File: config.mk
export PLATFORM = sky130hd
export DESIGN_NAME = pic_top
export DESIGN_NICKNAME = d
export VERILOG_FILES = /design/src/rtl/pic_pkg.sv /design/src/rtl/pic_top.sv /design/src/rtl/pic_vector_map.sv /design/src/rtl/pic_arbiter.sv
export VERILOG_INCLUDE_DIRS = /design/src /design/src/rtl
export SDC_FILE = /design/constraint.sdc
export NUM_CORES = 1
export LEC_CHECK = 0
export ABC_AREA = 1
export BUFFER_PORTS_ARGS = -buffer_cell sky130_fd_sc_hd__buf_2
export CELL_PAD_IN_SITES_DETAIL_PLACEMENT = 1
export CELL_PAD_IN_SITES_GLOBAL_PLACEMENT = 1
export CORE_ASPECT_RATIO = 0.8
export CORE_UTILIZATION = 49
export CTS_BUF_LIST = sky130_fd_sc_hd__clkbuf_2
export DETAILED_ROUTE_END_ITERATION = 16
export GPL_TIMING_DRIVEN = 0
export PLACE_DENSITY_LB_ADDON = 0.12
export SLEW_MARGIN = 20
export SYNTH_ARGS = -nofsm -noshare
export SYNTH_HDL_FRONTEND = slang
export SYNTH_HIERARCHICAL = 1
export SYNTH_SLANG_ARGS = --single-unit
File: constraint.sdc
create_clock -name clock_in -period 34.6 [get_ports clock_in]
set_input_delay 6.92 -clock clock_in [delete_from_list [all_inputs] [get_ports clock_in]]
set_output_delay 6.92 -clock clock_in [all_outputs]
set_load 0.02 [all_outputs]
File: src/rtl/pic_consts.svh
`ifndef PIC_CONSTS_SVH
`define PIC_CONSTS_SVH
// ----------------------------------------
// Register byte offsets
// ----------------------------------------
`define PIC_OFF_PEND 12'h000
`define PIC_OFF_ENABLE 12'h004
`define PIC_OFF_CTRL 12'h008
`define PIC_OFF_LVL0 12'h00c
`define PIC_OFF_IRQ_STAT 12'h024
`define PIC_OFF_IRQ_EN 12'h028
`define PIC_OFF_IRQ_CLR 12'h02c
`define PIC_OFF_STATUS 12'h030
// ----------------------------------------
// Control fields
// ----------------------------------------
`define PIC_CTRL_MASTER 0
`define PIC_CTRL_RELOC 1
`define PIC_CTRL_RAMSEL 2
// ----------------------------------------
// Vectors and sizes
// ----------------------------------------
`define PIC_NUM_SRC 25
`define PIC_FIRST_MASK 4
`define PIC_WDT_BIT 3
`define PIC_VEC_RESET 16'hfffe
`define PIC_VEC_SWI_HI 16'hfffc
`define PIC_VEC_SWI_LO 16'h01fc
`define PIC_VEC_WDT_HI 16'hfff8
`define PIC_VEC_WDT_LO 16'h01f8
`define PIC_LVL_W 4
`endif

File: src/rtl/pic_pkg.sv
`default_nettype none
package pic_pkg;
  typedef enum logic [1:0] {
    PIC_IDLE = 2'b00,
    PIC_OFFER = 2'b01,
    PIC_WAIT_DONE = 2'b11
  } pic_state_t;
  typedef struct packed {
    logic valid;
    logic nmi;
    logic [4:0] src;
    logic [15:0] vector;
  } pic_req_t;
endpackage
`default_nettype wire

File: src/rtl/pic_top.sv
`include "pic_consts.svh"
`default_nettype none
module pic_top #(
  // Latch index runs to the last timer; swi/undef share 0, slots 1 and 2 unused
  parameter int NSRC = `PIC_NUM_SRC + 1,
  parameter int NEST_DEPTH = 8
) (
  input wire logic clock_in,
  input wire logic resetn_in,
  input wire logic psel_in,
  input wire logic penable_in,
  input wire logic pwrite_in,
  input wire logic [11:0] paddr_in,
  input wire logic [31:0] pwdata_in,
  output logic [31:0] prdata_out,
  output logic pready_out,
  output logic pslverr_out,
  input wire logic [NSRC-1:0] src_req_in,
  input wire logic swi_in,
  input wire logic undef_in,
  input wire logic ack_in,
  input wire logic return_from_irq_op_in,
  output logic irq_valid_out,
  output logic [15:0] vector_out,
  output logic [4:0] irq_src_out,
  output logic reset_vector_out,
  output logic vector_ram_select_out,
  output logic irq_out
);
  localparam int LW = `PIC_LVL_W;
  // ----------------------------------------
  // State
  // ----------------------------------------
  logic [NSRC-1:0] pending_latch_q, pending_latch_d;
  logic [NSRC-1:0] source_enable_q, source_enable_d;
  logic master_enable_q, master_enable_d;
  logic vector_relocate_q, vector_relocate_d;
  logic vector_ram_select_q, vector_ram_select_d;
  logic [NSRC*LW-1:0] priority_level_regs_q, priority_level_regs_d;
  logic [NEST_DEPTH-1:0] stack_q, stack_d;
  logic [3:0] depth_q, depth_d;
  logic swi_q, swi_d, undef_q, undef_d;
  pic_pkg::pic_state_t state_q, state_d;
  pic_pkg::pic_req_t offer_q, offer_d;
  logic [2:0] irq_stat_q, irq_stat_d;
  logic [2:0] irq_en_q, irq_en_d;
  logic [31:0] prdata_q, prdata_d;
  logic pready_q, pready_d, pslverr_q, pslverr_d, irq_q, irq_d;
  // ----------------------------------------
  // Arbitration
  // ----------------------------------------
  logic [NSRC-1:0] eligible;
  logic found;
  logic [4:0] win_src;
  logic [15:0] win_vec;
  logic nmi_any, sel_swi;
  always_comb begin
    eligible = '0;
    for (int i = `PIC_FIRST_MASK; i < NSRC; i++) begin
      eligible[i] = pending_latch_q[i] && source_enable_q[i] && master_enable_q;
    end
  end
  assign nmi_any = swi_q || undef_q || pending_latch_q[`PIC_WDT_BIT];
  // Fixed order among nmis: swi, then undef, then wdt
  assign sel_swi = swi_q || undef_q;
  pic_arbiter #(.NSRC(NSRC)) u_arb (
    .req_in(eligible),
    .lvl_in(priority_level_regs_q),
    .found_out(found),
    .src_out(win_src)
  );
  pic_vector_map u_vec (
    .src_in(nmi_any ? 5'(`PIC_WDT_BIT) : win_src),
    .nmi_swi_in(nmi_any && sel_swi),
    .reloc_in(vector_relocate_q),
    .vector_out(win_vec)
  );
  // ----------------------------------------
  // Register access
  // ----------------------------------------
  logic wr, rd;
  logic [3:0] lvl_idx;
  assign wr = psel_in && penable_in && pwrite_in;
  assign rd = psel_in && !penable_in && !pwrite_in;
  assign lvl_idx = 4'(paddr_in[5:2] - 4'h3);
  always_comb begin
    pending_latch_d = pending_latch_q;
    source_enable_d = source_enable_q;
    master_enable_d = master_enable_q;
    vector_relocate_d = vector_relocate_q;
    vector_ram_select_d = vector_ram_select_q;
    priority_level_regs_d = priority_level_regs_q;
    stack_d = stack_q;
    depth_d = depth_q;
    state_d = state_q;
    offer_d = offer_q;
    irq_stat_d = irq_stat_q;
    irq_en_d = irq_en_q;
    prdata_d = prdata_q;
    pready_d = psel_in && !penable_in;
    pslverr_d = 1'b0;
    swi_d = swi_q || swi_in;
    undef_d = undef_q || undef_in;
    if (wr) begin
      unique case (paddr_in)
        `PIC_OFF_PEND: pending_latch_d = pending_latch_q & pwdata_in[NSRC-1:0];
        `PIC_OFF_ENABLE: source_enable_d = pwdata_in[NSRC-1:0];
        `PIC_OFF_CTRL: begin
          master_enable_d = pwdata_in[`PIC_CTRL_MASTER];
          vector_relocate_d = pwdata_in[`PIC_CTRL_RELOC];
          vector_ram_select_d = pwdata_in[`PIC_CTRL_RAMSEL];
        end
        `PIC_OFF_IRQ_EN: irq_en_d = pwdata_in[2:0];
        `PIC_OFF_IRQ_CLR: irq_stat_d = irq_stat_q & ~pwdata_in[2:0];
        default: begin
          if (paddr_in >= `PIC_OFF_LVL0 && paddr_in < `PIC_OFF_IRQ_STAT) begin
            for (int k = 0; k < 4; k++) begin
              if (int'(lvl_idx) * 4 + k < NSRC) begin
                priority_level_regs_d[(int'(lvl_idx) * 4 + k)*LW +: LW] =
                  pwdata_in[k*8 +: LW];
              end
            end
          end
        end
      endcase
    end
    // Flag decided at setup so it stands with pready
    if (psel_in && !penable_in && !(paddr_in <= `PIC_OFF_STATUS && paddr_in[1:0] == 2'b00))
      pslverr_d = 1'b1;
    if (rd) begin
      prdata_d = 32'h0000_0000;
      unique case (paddr_in)
        `PIC_OFF_PEND: prdata_d[NSRC-1:0] = pending_latch_q;
        `PIC_OFF_ENABLE: prdata_d[NSRC-1:0] = source_enable_q;
        `PIC_OFF_CTRL: prdata_d[2:0] = {vector_ram_select_q, vector_relocate_q, master_enable_q};
        `PIC_OFF_IRQ_STAT: prdata_d[2:0] = irq_stat_q;
        `PIC_OFF_IRQ_EN: prdata_d[2:0] = irq_en_q;
        `PIC_OFF_STATUS: prdata_d = {20'h00000, depth_q, 1'b0, offer_q.src, state_q};
        default: begin
          if (paddr_in >= `PIC_OFF_LVL0 && paddr_in < `PIC_OFF_IRQ_STAT) begin
            for (int k = 0; k < 4; k++) begin
              if (int'(lvl_idx) * 4 + k < NSRC) begin
                prdata_d[k*8 +: LW] = priority_level_regs_q[(int'(lvl_idx) * 4 + k)*LW +: LW];
              end
            end
          end
        end
      endcase
    end
    if (return_from_irq_op_in && depth_q != 4'h0) begin
      master_enable_d = stack_q[0];
      stack_d = {1'b0, stack_q[NEST_DEPTH-1:1]};
      depth_d = 4'(depth_q - 4'h1);
      irq_stat_d[1] = 1'b1;
    end
    // ----------------------------------------
    // Offer and acceptance
    // ----------------------------------------
    unique case (state_q)
      pic_pkg::PIC_IDLE: begin
        // One at a time, re-evaluated each cycle
        if (nmi_any || found) begin
          offer_d.valid = 1'b1;
          offer_d.nmi = nmi_any;
          offer_d.src = nmi_any ? (sel_swi ? 5'h00 : 5'(`PIC_WDT_BIT)) : win_src;
          offer_d.vector = win_vec;
          state_d = pic_pkg::PIC_OFFER;
        end
      end
      pic_pkg::PIC_OFFER: begin
        if (ack_in) begin
          offer_d.valid = 1'b0;
          offer_d.vector = `PIC_VEC_RESET;
          if (offer_d.src >= 5'(`PIC_WDT_BIT)) pending_latch_d[offer_d.src] = 1'b0;
          else if (swi_q) swi_d = swi_in;
          else undef_d = undef_in;
          // Stack and clear master enable; nesting
          stack_d = {stack_q[NEST_DEPTH-2:0], master_enable_d};
          master_enable_d = 1'b0;
          if (depth_q < 4'(NEST_DEPTH)) depth_d = 4'(depth_d + 4'h1);
          else irq_stat_d[2] = 1'b1;
          irq_stat_d[0] = 1'b1;
          state_d = pic_pkg::PIC_WAIT_DONE;
        end
      end
      pic_pkg::PIC_WAIT_DONE: state_d = pic_pkg::PIC_IDLE;
      default: state_d = pic_pkg::PIC_IDLE;
    endcase
    // Requests set latches; set beats clear
    pending_latch_d = pending_latch_d | (src_req_in & {{(NSRC-3){1'b1}}, 3'b000});
    irq_d = |(irq_stat_d & irq_en_d);
  end
  always_ff @(posedge clock_in or negedge resetn_in) begin
    if (!resetn_in) begin
      pending_latch_q <= '0;
      source_enable_q <= '0;
      master_enable_q <= 1'b0;
      vector_relocate_q <= 1'b0;
      vector_ram_select_q <= 1'b0;
      priority_level_regs_q <= '0;
      stack_q <= '0;
      depth_q <= 4'h0;
      swi_q <= 1'b0;
      undef_q <= 1'b0;
      state_q <= pic_pkg::PIC_IDLE;
      offer_q <= '{valid: 1'b0, nmi: 1'b0, src: 5'h00, vector: `PIC_VEC_RESET};
      irq_stat_q <= 3'h0;
      irq_en_q <= 3'h0;
      prdata_q <= 32'h0000_0000;
      pready_q <= 1'b0;
      pslverr_q <= 1'b0;
      irq_q <= 1'b0;
    end else begin
      pending_latch_q <= pending_latch_d;
      source_enable_q <= source_enable_d;
      master_enable_q <= master_enable_d;
      vector_relocate_q <= vector_relocate_d;
      vector_ram_select_q <= vector_ram_select_d;
      priority_level_regs_q <= priority_level_regs_d;
      stack_q <= stack_d;
      depth_q <= depth_d;
      swi_q <= swi_d;
      undef_q <= undef_d;
      state_q <= state_d;
      offer_q <= offer_d;
      irq_stat_q <= irq_stat_d;
      irq_en_q <= irq_en_d;
      prdata_q <= prdata_d;
      pready_q <= pready_d;
      pslverr_q <= pslverr_d;
      irq_q <= irq_d;
    end
  end
  // Reset vector fixed; flag for core
  assign reset_vector_out = 1'b0;
  assign irq_valid_out = offer_q.valid;
  assign vector_out = offer_q.vector;
  assign irq_src_out = offer_q.src;
  assign vector_ram_select_out = vector_ram_select_q;
  assign prdata_out = prdata_q;
  assign pready_out = pready_q;
  assign pslverr_out = pslverr_q;
  assign irq_out = irq_q;
endmodule // pic_top
`default_nettype wire

File: src/rtl/pic_vector_map.sv
`include "pic_consts.svh"
`default_nettype none
// Maps a source index to its vector; both areas descend by two per source
module pic_vector_map (
  input wire logic [4:0] src_in,
  input wire logic nmi_swi_in,
  input wire logic reloc_in,
  output logic [15:0] vector_out
);
  logic [15:0] base;
  always_comb begin
    base = reloc_in ? `PIC_VEC_WDT_LO : `PIC_VEC_WDT_HI;
    if (nmi_swi_in) begin
      vector_out = reloc_in ? `PIC_VEC_SWI_LO : `PIC_VEC_SWI_HI;
    end else begin
      vector_out = base - {10'h000, (src_in - 5'h03), 1'b0};
    end
  end
endmodule // pic_vector_map
`default_nettype wire

File: src/rtl/pic_arbiter.sv
`include "pic_consts.svh"
`default_nettype none
// Picks the highest level, then the highest fixed priority (lowest index)
module pic_arbiter #(
  parameter int NSRC = 25
) (
  input wire logic [NSRC-1:0] req_in,
  input wire logic [NSRC*`PIC_LVL_W-1:0] lvl_in,
  output logic found_out,
  output logic [4:0] src_out
);
  logic [`PIC_LVL_W-1:0] best_lvl;
  always_comb begin
    found_out = 1'b0;
    src_out = 5'h00;
    best_lvl = '0;
    for (int i = 0; i < NSRC; i++) begin
      if (req_in[i] && (!found_out || lvl_in[i*`PIC_LVL_W +: `PIC_LVL_W] > best_lvl)) begin
        found_out = 1'b1;
        src_out = 5'(i);
        best_lvl = lvl_in[i*`PIC_LVL_W +: `PIC_LVL_W];
      end
    end
  end
endmodule // pic_arbiter
`default_nettype wire

==> run metrics, run 1 <==
run status completed; CTS tree done; cell depth of the worst min-delay path 1; dpl hpwl 56.1 mm; share of async-settable or async-resettable flops after synthesis 1.00; Worst slew margin 0.174; transition time at the pin with the least slew margin 1230 ps; number of warnings issued by yosys 6; DRC marker count from the first detailed-route iteration 1725; wire per inst roughly 22 µm; vertical die dimension approximately 170 µm; worst reg2reg setup slack approximately 5500 ps; number of rows in the core area 60; Fmax around 0.034 GHz; power density of the placed cells 52.4 mW/mm²; Clock Sinks 234; area of the die about 0.036 mm²; top library cells by usage in the layout, fill and taps aside 586 x sky130_fd_sc_hd__nand2_1, 320 x sky130_fd_sc_hd__inv_1, 243 x sky130_fd_sc_hd__o21ai_0; share of layout cells above drive strength 1 0.158; GRT overflow 0; CP bufs+invs 32; boundary pin count 138; Total Power Consumption 0.00100 W; Peak VDD IR ~0.028 mV; switching part of the total power 0.466; clock skew after layout 79.2 ps; non-filler instance count after layout between 3000 and 4000; routed via count 18725; depth of the worst register-to-register path 230; sequential cell fraction of total power 0.291; largest fanout on the critical path 10; max-cap violation count 0; final routed DRC violation total 0; first-pass iteration count of the detailed router 5; net load switching power 0.000467 W; GR Util All Layers 0.392; Req. time, crit path roughly 35000 ps; global-route wire length before repair 107 mm; Unique masters post-synth 52; largest delay contributor family on the critical path simple AND/OR/NAND/NOR gates; Leakage 10.1 nW; number of buffers inserted during clock tree synthesis 61; Setup violations, final 0; Area Growth Syn to Fin 11.4%; minimum period implied by the final worst setup slack 29060 ps; Min-Delay Endpoint prdata_out[15]; Clock Power Share 0.215; unrepaired setup endpoints after global routing no; Chip Width 211 µm; Total Nets Final 2841; setup TNS 0 ps; count of cells resized by post-cts repair 0; post-detailed-placement cell area roughly 0.019 mm²; data arrival time of the worst path between 20000 and 30000 ps; final hold vios 0; post-route antenna net violation count 0; clk buf depth 3; routability-driven placement congestion ratio 0.980; number of max-slew violations in the final report 0; aggregate routed wire length 69.3 mm; via density per instance 5.87; start point of the worst hold path prdata_out[15]; root buffer selected by CTS sky130_fd_sc_hd__clkbuf_2; portion of total power attributed to combinational logic 0.494; number of buffers inserted by port buffering 125; number of buffers added to fix hold violations after cts 0; number of antenna violations at the first check in global routing 4; Setup Crit Path Kind reg -> reg; post-synthesis sequential area ratio 0.342; most frequent standard cell in the layout excluding fill and tap cells sky130_fd_sc_hd__nand2_1; endpoint of the worst register-to-register path vector_out[5]; fraction of the cycle the final worst path needs 0.840; Clk pin slew, worst setup/hold paths 110 ps; largest net degree at the start of global routing 95; Internal Pwr Total 0.000535 W; Worst path most repeated cell sky130_fd_sc_hd__nand2_1; Core Box Area 0.0341 mm²; initial core utilization 0.504; slowest cell on the critical path sky130_fd_sc_hd__dfrtp_1; number of filler cells placed in the layout 4682; Clock H-tree levels 2; total standard cell area after synthesis 0.0172 mm²; crit end category register; Critical Path Start Type register; Tightest Hold Check Type reg -> reg; Syn Inst Count between 2000 and 2500; post-synthesis register bit count roughly 230; syn avg cell area roughly 7 µm²; Finished Core Util 0.561; Post-synth EDFFs 0; Finished Cell Area 0.0191 mm²; commonest register cell after synthesis sky130_fd_sc_hd__dfrtp_1; setup repair bufs after CTS 0; Largest stage delay, worst path 460 ps; R2R Path Start master_enable_q; number of cells in the design after placement 3069; worst-skew pair later-pin latency approximately 1000 ps; via count of the first global-routing pass 18838
## synthesized netlist by cell type, drive strengths merged (3+ instances only)
cell type	n	area, µm²
nand2	665	2770
inv	338	1270
o21ai	287	1510
nand3	224	1150
dfrtp	219	5480
nor2	200	818
ha	95	1190
nand4	61	382
a21oi	56	284
buf	52	364
nor3	46	230
o21bai	43	323
clkbuf	40	150
o22ai	20	125
dfstp	15	394
o22a	15	131
o211ai	14	105
or2	12	75.1
o21a	11	82.6
o221ai	8	70.1
and2	6	37.5
a21boi	4	30.0
clkinv	3	11.3
conb	3	11.3
nor4	3	25.0
xor2	3	26.3
## cell families (layout without fill, tap and decap cells)
family,count (synthesis),after routing,share of synthesized area
other cells,3,25,0.000656
buf+inv,433,676,0.105
xor+xnor,5,5,0.00255
fa+ha+maj,95,95,0.0692
flops,234,234,0.342
simple gates,1220,1220,0.321
compound gates,468,468,0.160
mux,1,1,0.000656
## metrics by stage
| stage | hold WS [ps] | worst slack [ps] |
|---|---|---|
| CTS | 495 | 5870 |
| detailed placement | 470 | 6070 |
| finish | 493 | 5540 |
| floorplan | 446 | 11450 |
| global placement | 464 | 7700 |
| global route | 523 | 2670 |
## how the worst max path moves through the flow
stage,startpoint,end,slack [ps],cells after the start
after detailed placement,master_enable_q,vector_out[6],6070,229
after global placement,master_enable_q,vector_out[6],7700,230
after CTS,master_enable_q,vector_out[5],5870,232
final,master_enable_q,vector_out[5],5540,230
after floorplan,master_enable_q,vector_out[4],11450,230
after global routing,master_enable_q,vector_out[5],2670,233
## power groups by stage
stage | Sequential, W | Clock, W | Combinational, W
CTS | 0.000292 | 0.000216 | 0.000484
detailed placement | 0.000297 | 0 | 0.000480
global route | 0.000293 | 0.000230 | 0.000552
floorplan | 0.000299 | 0 | 0.000341
finish | 0.000292 | 0.000215 | 0.000494
global placement | 0.000296 | 0 | 0.000445
## flip-flops by register name (all words and copies together), names as in the netlist, 2 cells and up
register	flops
prdata_out	28
irq_src_out	5
stack_q	8
state_q	2
vector_out	16
pending_latch_q	26
irq_stat_q	3
depth_q	4
source_enable_q	26
irq_en_q	3
priority_level_regs_q	104
## layer usage
metal  GRT usage  vias up  wire (µm)
met5           0        -        103
met4       0.134        2       2110
met3      0.0840      144       6650
met2       0.605      821      30300
met1       0.544     9248      30100
li1            -     8510          -
## layout make-up
type / instances / area, µm² / area share
clock inverter: 29 / 168 / 0.00877
buffer: 92 / 514 / 0.0269
multi-input combinational: 1810 / 9570 / 0.500
clock buffer: 87 / 435 / 0.0228
inverter: 341 / 1280 / 0.0669
timing repair buffer: 127 / 691 / 0.0361
tap: 465 / 582 / 0.0304
sequential: 234 / 5870 / 0.307
antenna: 4 / 10.0 / 0.000523
Power figures use the tool's default switching activity.
==> run 2: changes to the inputs <==
CORE_UTILIZATION = 46   (was 49)
clock period = 30.2 ns   (was 34.6 ns; I/O delays follow)
==> run 2 against run 1 <==
  * Via count fell by 1.4%
  * Critical endpoint is now vector_out[6]
  * Final cell count rose by 0.22%
  * Core utilization fell by 3.3 points
  * First-iteration DRC count fell by 6.3%
  * Clock power rose by 13%
  * Largest cell class unchanged
  * Hold slack improved by 3.2 ps
  * Wire length barely moved
  * Sequential power rose by 14%
  * Critical path depth did not move
  * Register-to-register slack got worse by 3000 ps
  * Design area rose by 0.24%
  * Sequential cell count did not move
==> run metrics, run 2 (synthesis results as in run 1) <==
number of flip-flops under the largest register name 104; Total Nets Final approximately 2800; slowest cell on the critical path sky130_fd_sc_hd__dfrtp_2; transition time at the pin with the least slew margin 1140 ps; setup TNS 0 ps; crit end category register; share of layout cells above drive strength 1 0.167; Largest stage delay, worst path approximately 410 ps; number of rows in the core area 62; routed via count between 15000 and 20000; number of antenna violations at the first check in global routing 2; initial core utilization 0.473; Clk pin slew, worst setup/hold paths about 110 ps; largest reg by FF count priority_level_regs_q; Worst Setup Slack, final around 2600 ps; Chip Width roughly 220 µm; run status completed; Clock Sinks 234; minimum period implied by the final worst setup slack 27620 ps; Finished Cell Area 0.0192 mm²; max-cap violation count 0; Area Growth Syn to Fin 11.6%; Critical Path Start Type register; Peak VDD IR 0.0350 mV; vertical die dimension roughly 170 µm; Clock H-tree levels 2; DRC marker count from the first detailed-route iteration 1616; final hold vios 0; via density per instance slightly below 6; sequential cell area 0.00588 mm²; dpl hpwl 55.5 mm; Multi-input gate area 0.00961 mm²; via count of the first global-routing pass 18730; number of cells in the design after placement around 3100; Setup violations, final 0; GR Util All Layers 0.365; area of the die 0.0381 mm²; clock skew after layout 142 ps; power density of the placed cells 60.2 mW/mm²; Tightest Hold Check Type reg -> reg; CP bufs+invs 33; boundary pin count 138; post-detailed-placement cell area 0.0185 mm²; largest delay contributor family on the critical path simple AND/OR/NAND/NOR gates; number of buffers inserted by port buffering 125; Leakage 10.1 nW; worst-skew pair later-pin latency between 1000 and 1500 ps; highest metal layer with signal wires met5; detailed-routed wire length on met2 between 20 and 30 mm; Worst slew margin 0.233; post-route antenna net violation count 0; final routed DRC violation total 0; Setup Crit Path Kind reg -> reg; number of max-slew violations in the final report 0; detailed-route wire length on metal 1 31.3 mm; CTS tree done; number of filler cells placed in the layout 4949; most frequent standard cell in the layout excluding fill and tap cells sky130_fd_sc_hd__nand2_1; Finished Core Util 0.528; root buffer selected by CTS sky130_fd_sc_hd__clkbuf_2; number of buffers inserted during clock tree synthesis 60; worst slack at placement 1890 ps; met3 routed WL 5.90 mm; clk buf depth 3; wire per inst 21.7 µm; non-filler instance count after layout between 3000 and 4000; fraction of the cycle the final worst path needs 0.914; largest net degree at the start of global routing 92; aggregate routed wire length 69.3 mm; Core Box Area 0.0363 mm²; top library cells by usage in the layout, fill and taps aside 585 x sky130_fd_sc_hd__nand2_1, 319 x sky130_fd_sc_hd__inv_1, 231 x sky130_fd_sc_hd__o21ai_0; routability-driven placement congestion ratio 0.990; GRT overflow 0; data arrival time of the worst path 28510 ps; Worst path most repeated cell sky130_fd_sc_hd__nand2_1; global-route wire length before repair ~110 mm; Req. time, crit path 31090 ps; Fmax between 0.03 and 0.04 GHz; first-pass iteration count of the detailed router 6; largest fanout on the critical path 10
run 2: worst register-to-register path: cells and delay by family, from the launching register on:
family / cells / cell delay [ps]
fa+ha+maj: 22 / 6970
compound gates: 44 / 5490
flops: 1 / 410
simple gates: 131 / 11860
buf+inv: 33 / 2740
run 2: routing by layer:
metal  up-vias  GRT usage
li1       8495          -
met1      9113      0.521
met2       692      0.541
met3       158     0.0748
met4         2      0.139
met5         -          0
run 2: final timing paths:
path | start | to | slack [ps] | cells after the start
max in group asynchronous | resetn_in | vector_out[6] | 23870 | 3
worst min register to register | prdata_out[10] | prdata_out[10] | 500 | 2
min in group asynchronous | resetn_in | priority_level_regs_q[38] | 4970 | 1
worst max register to register | master_enable_q | vector_out[6] | 2580 | 230
worst max-delay path | master_enable_q | vector_out[6] | 2580 | 230
worst min-delay path | prdata_out[10] | prdata_out[10] | 500 | 2
run 2: report_power, final:
part / switching [W] / internal (W)
logic: 0.000378 / 0.000201
clock network: 0.000146 / 0.0000958
registers: 0.00000810 / 0.000325
run 2: final cells by class:
cell class,instances,area share
tap,480,0.0313
inverter,341,0.0669
clock inverter,5,0.00268
sequential,234,0.307
buffer,92,0.0270
multi-input combinational,1810,0.501
timing repair buffer,131,0.0376
antenna,1,0.000131
clock buffer,102,0.0266
run 2: metrics by stage:
step	power, W	hold slack, ps
detailed placement	0.000888	469
CTS	0.00113	494
floorplan	0.000733	446
global placement	0.000848	464
global route	0.00124	522
finish	0.00115	497
run 2: what timing repair did:
| action | 4_1_cts | 5_1_grt |
|---|---|---|
| setup endpoints to repair | 0 | 11 |
| gates resized for setup | 0 | 29 |
| hold buffers | 0 | 0 |
| buffers inserted | 0 | 4 |
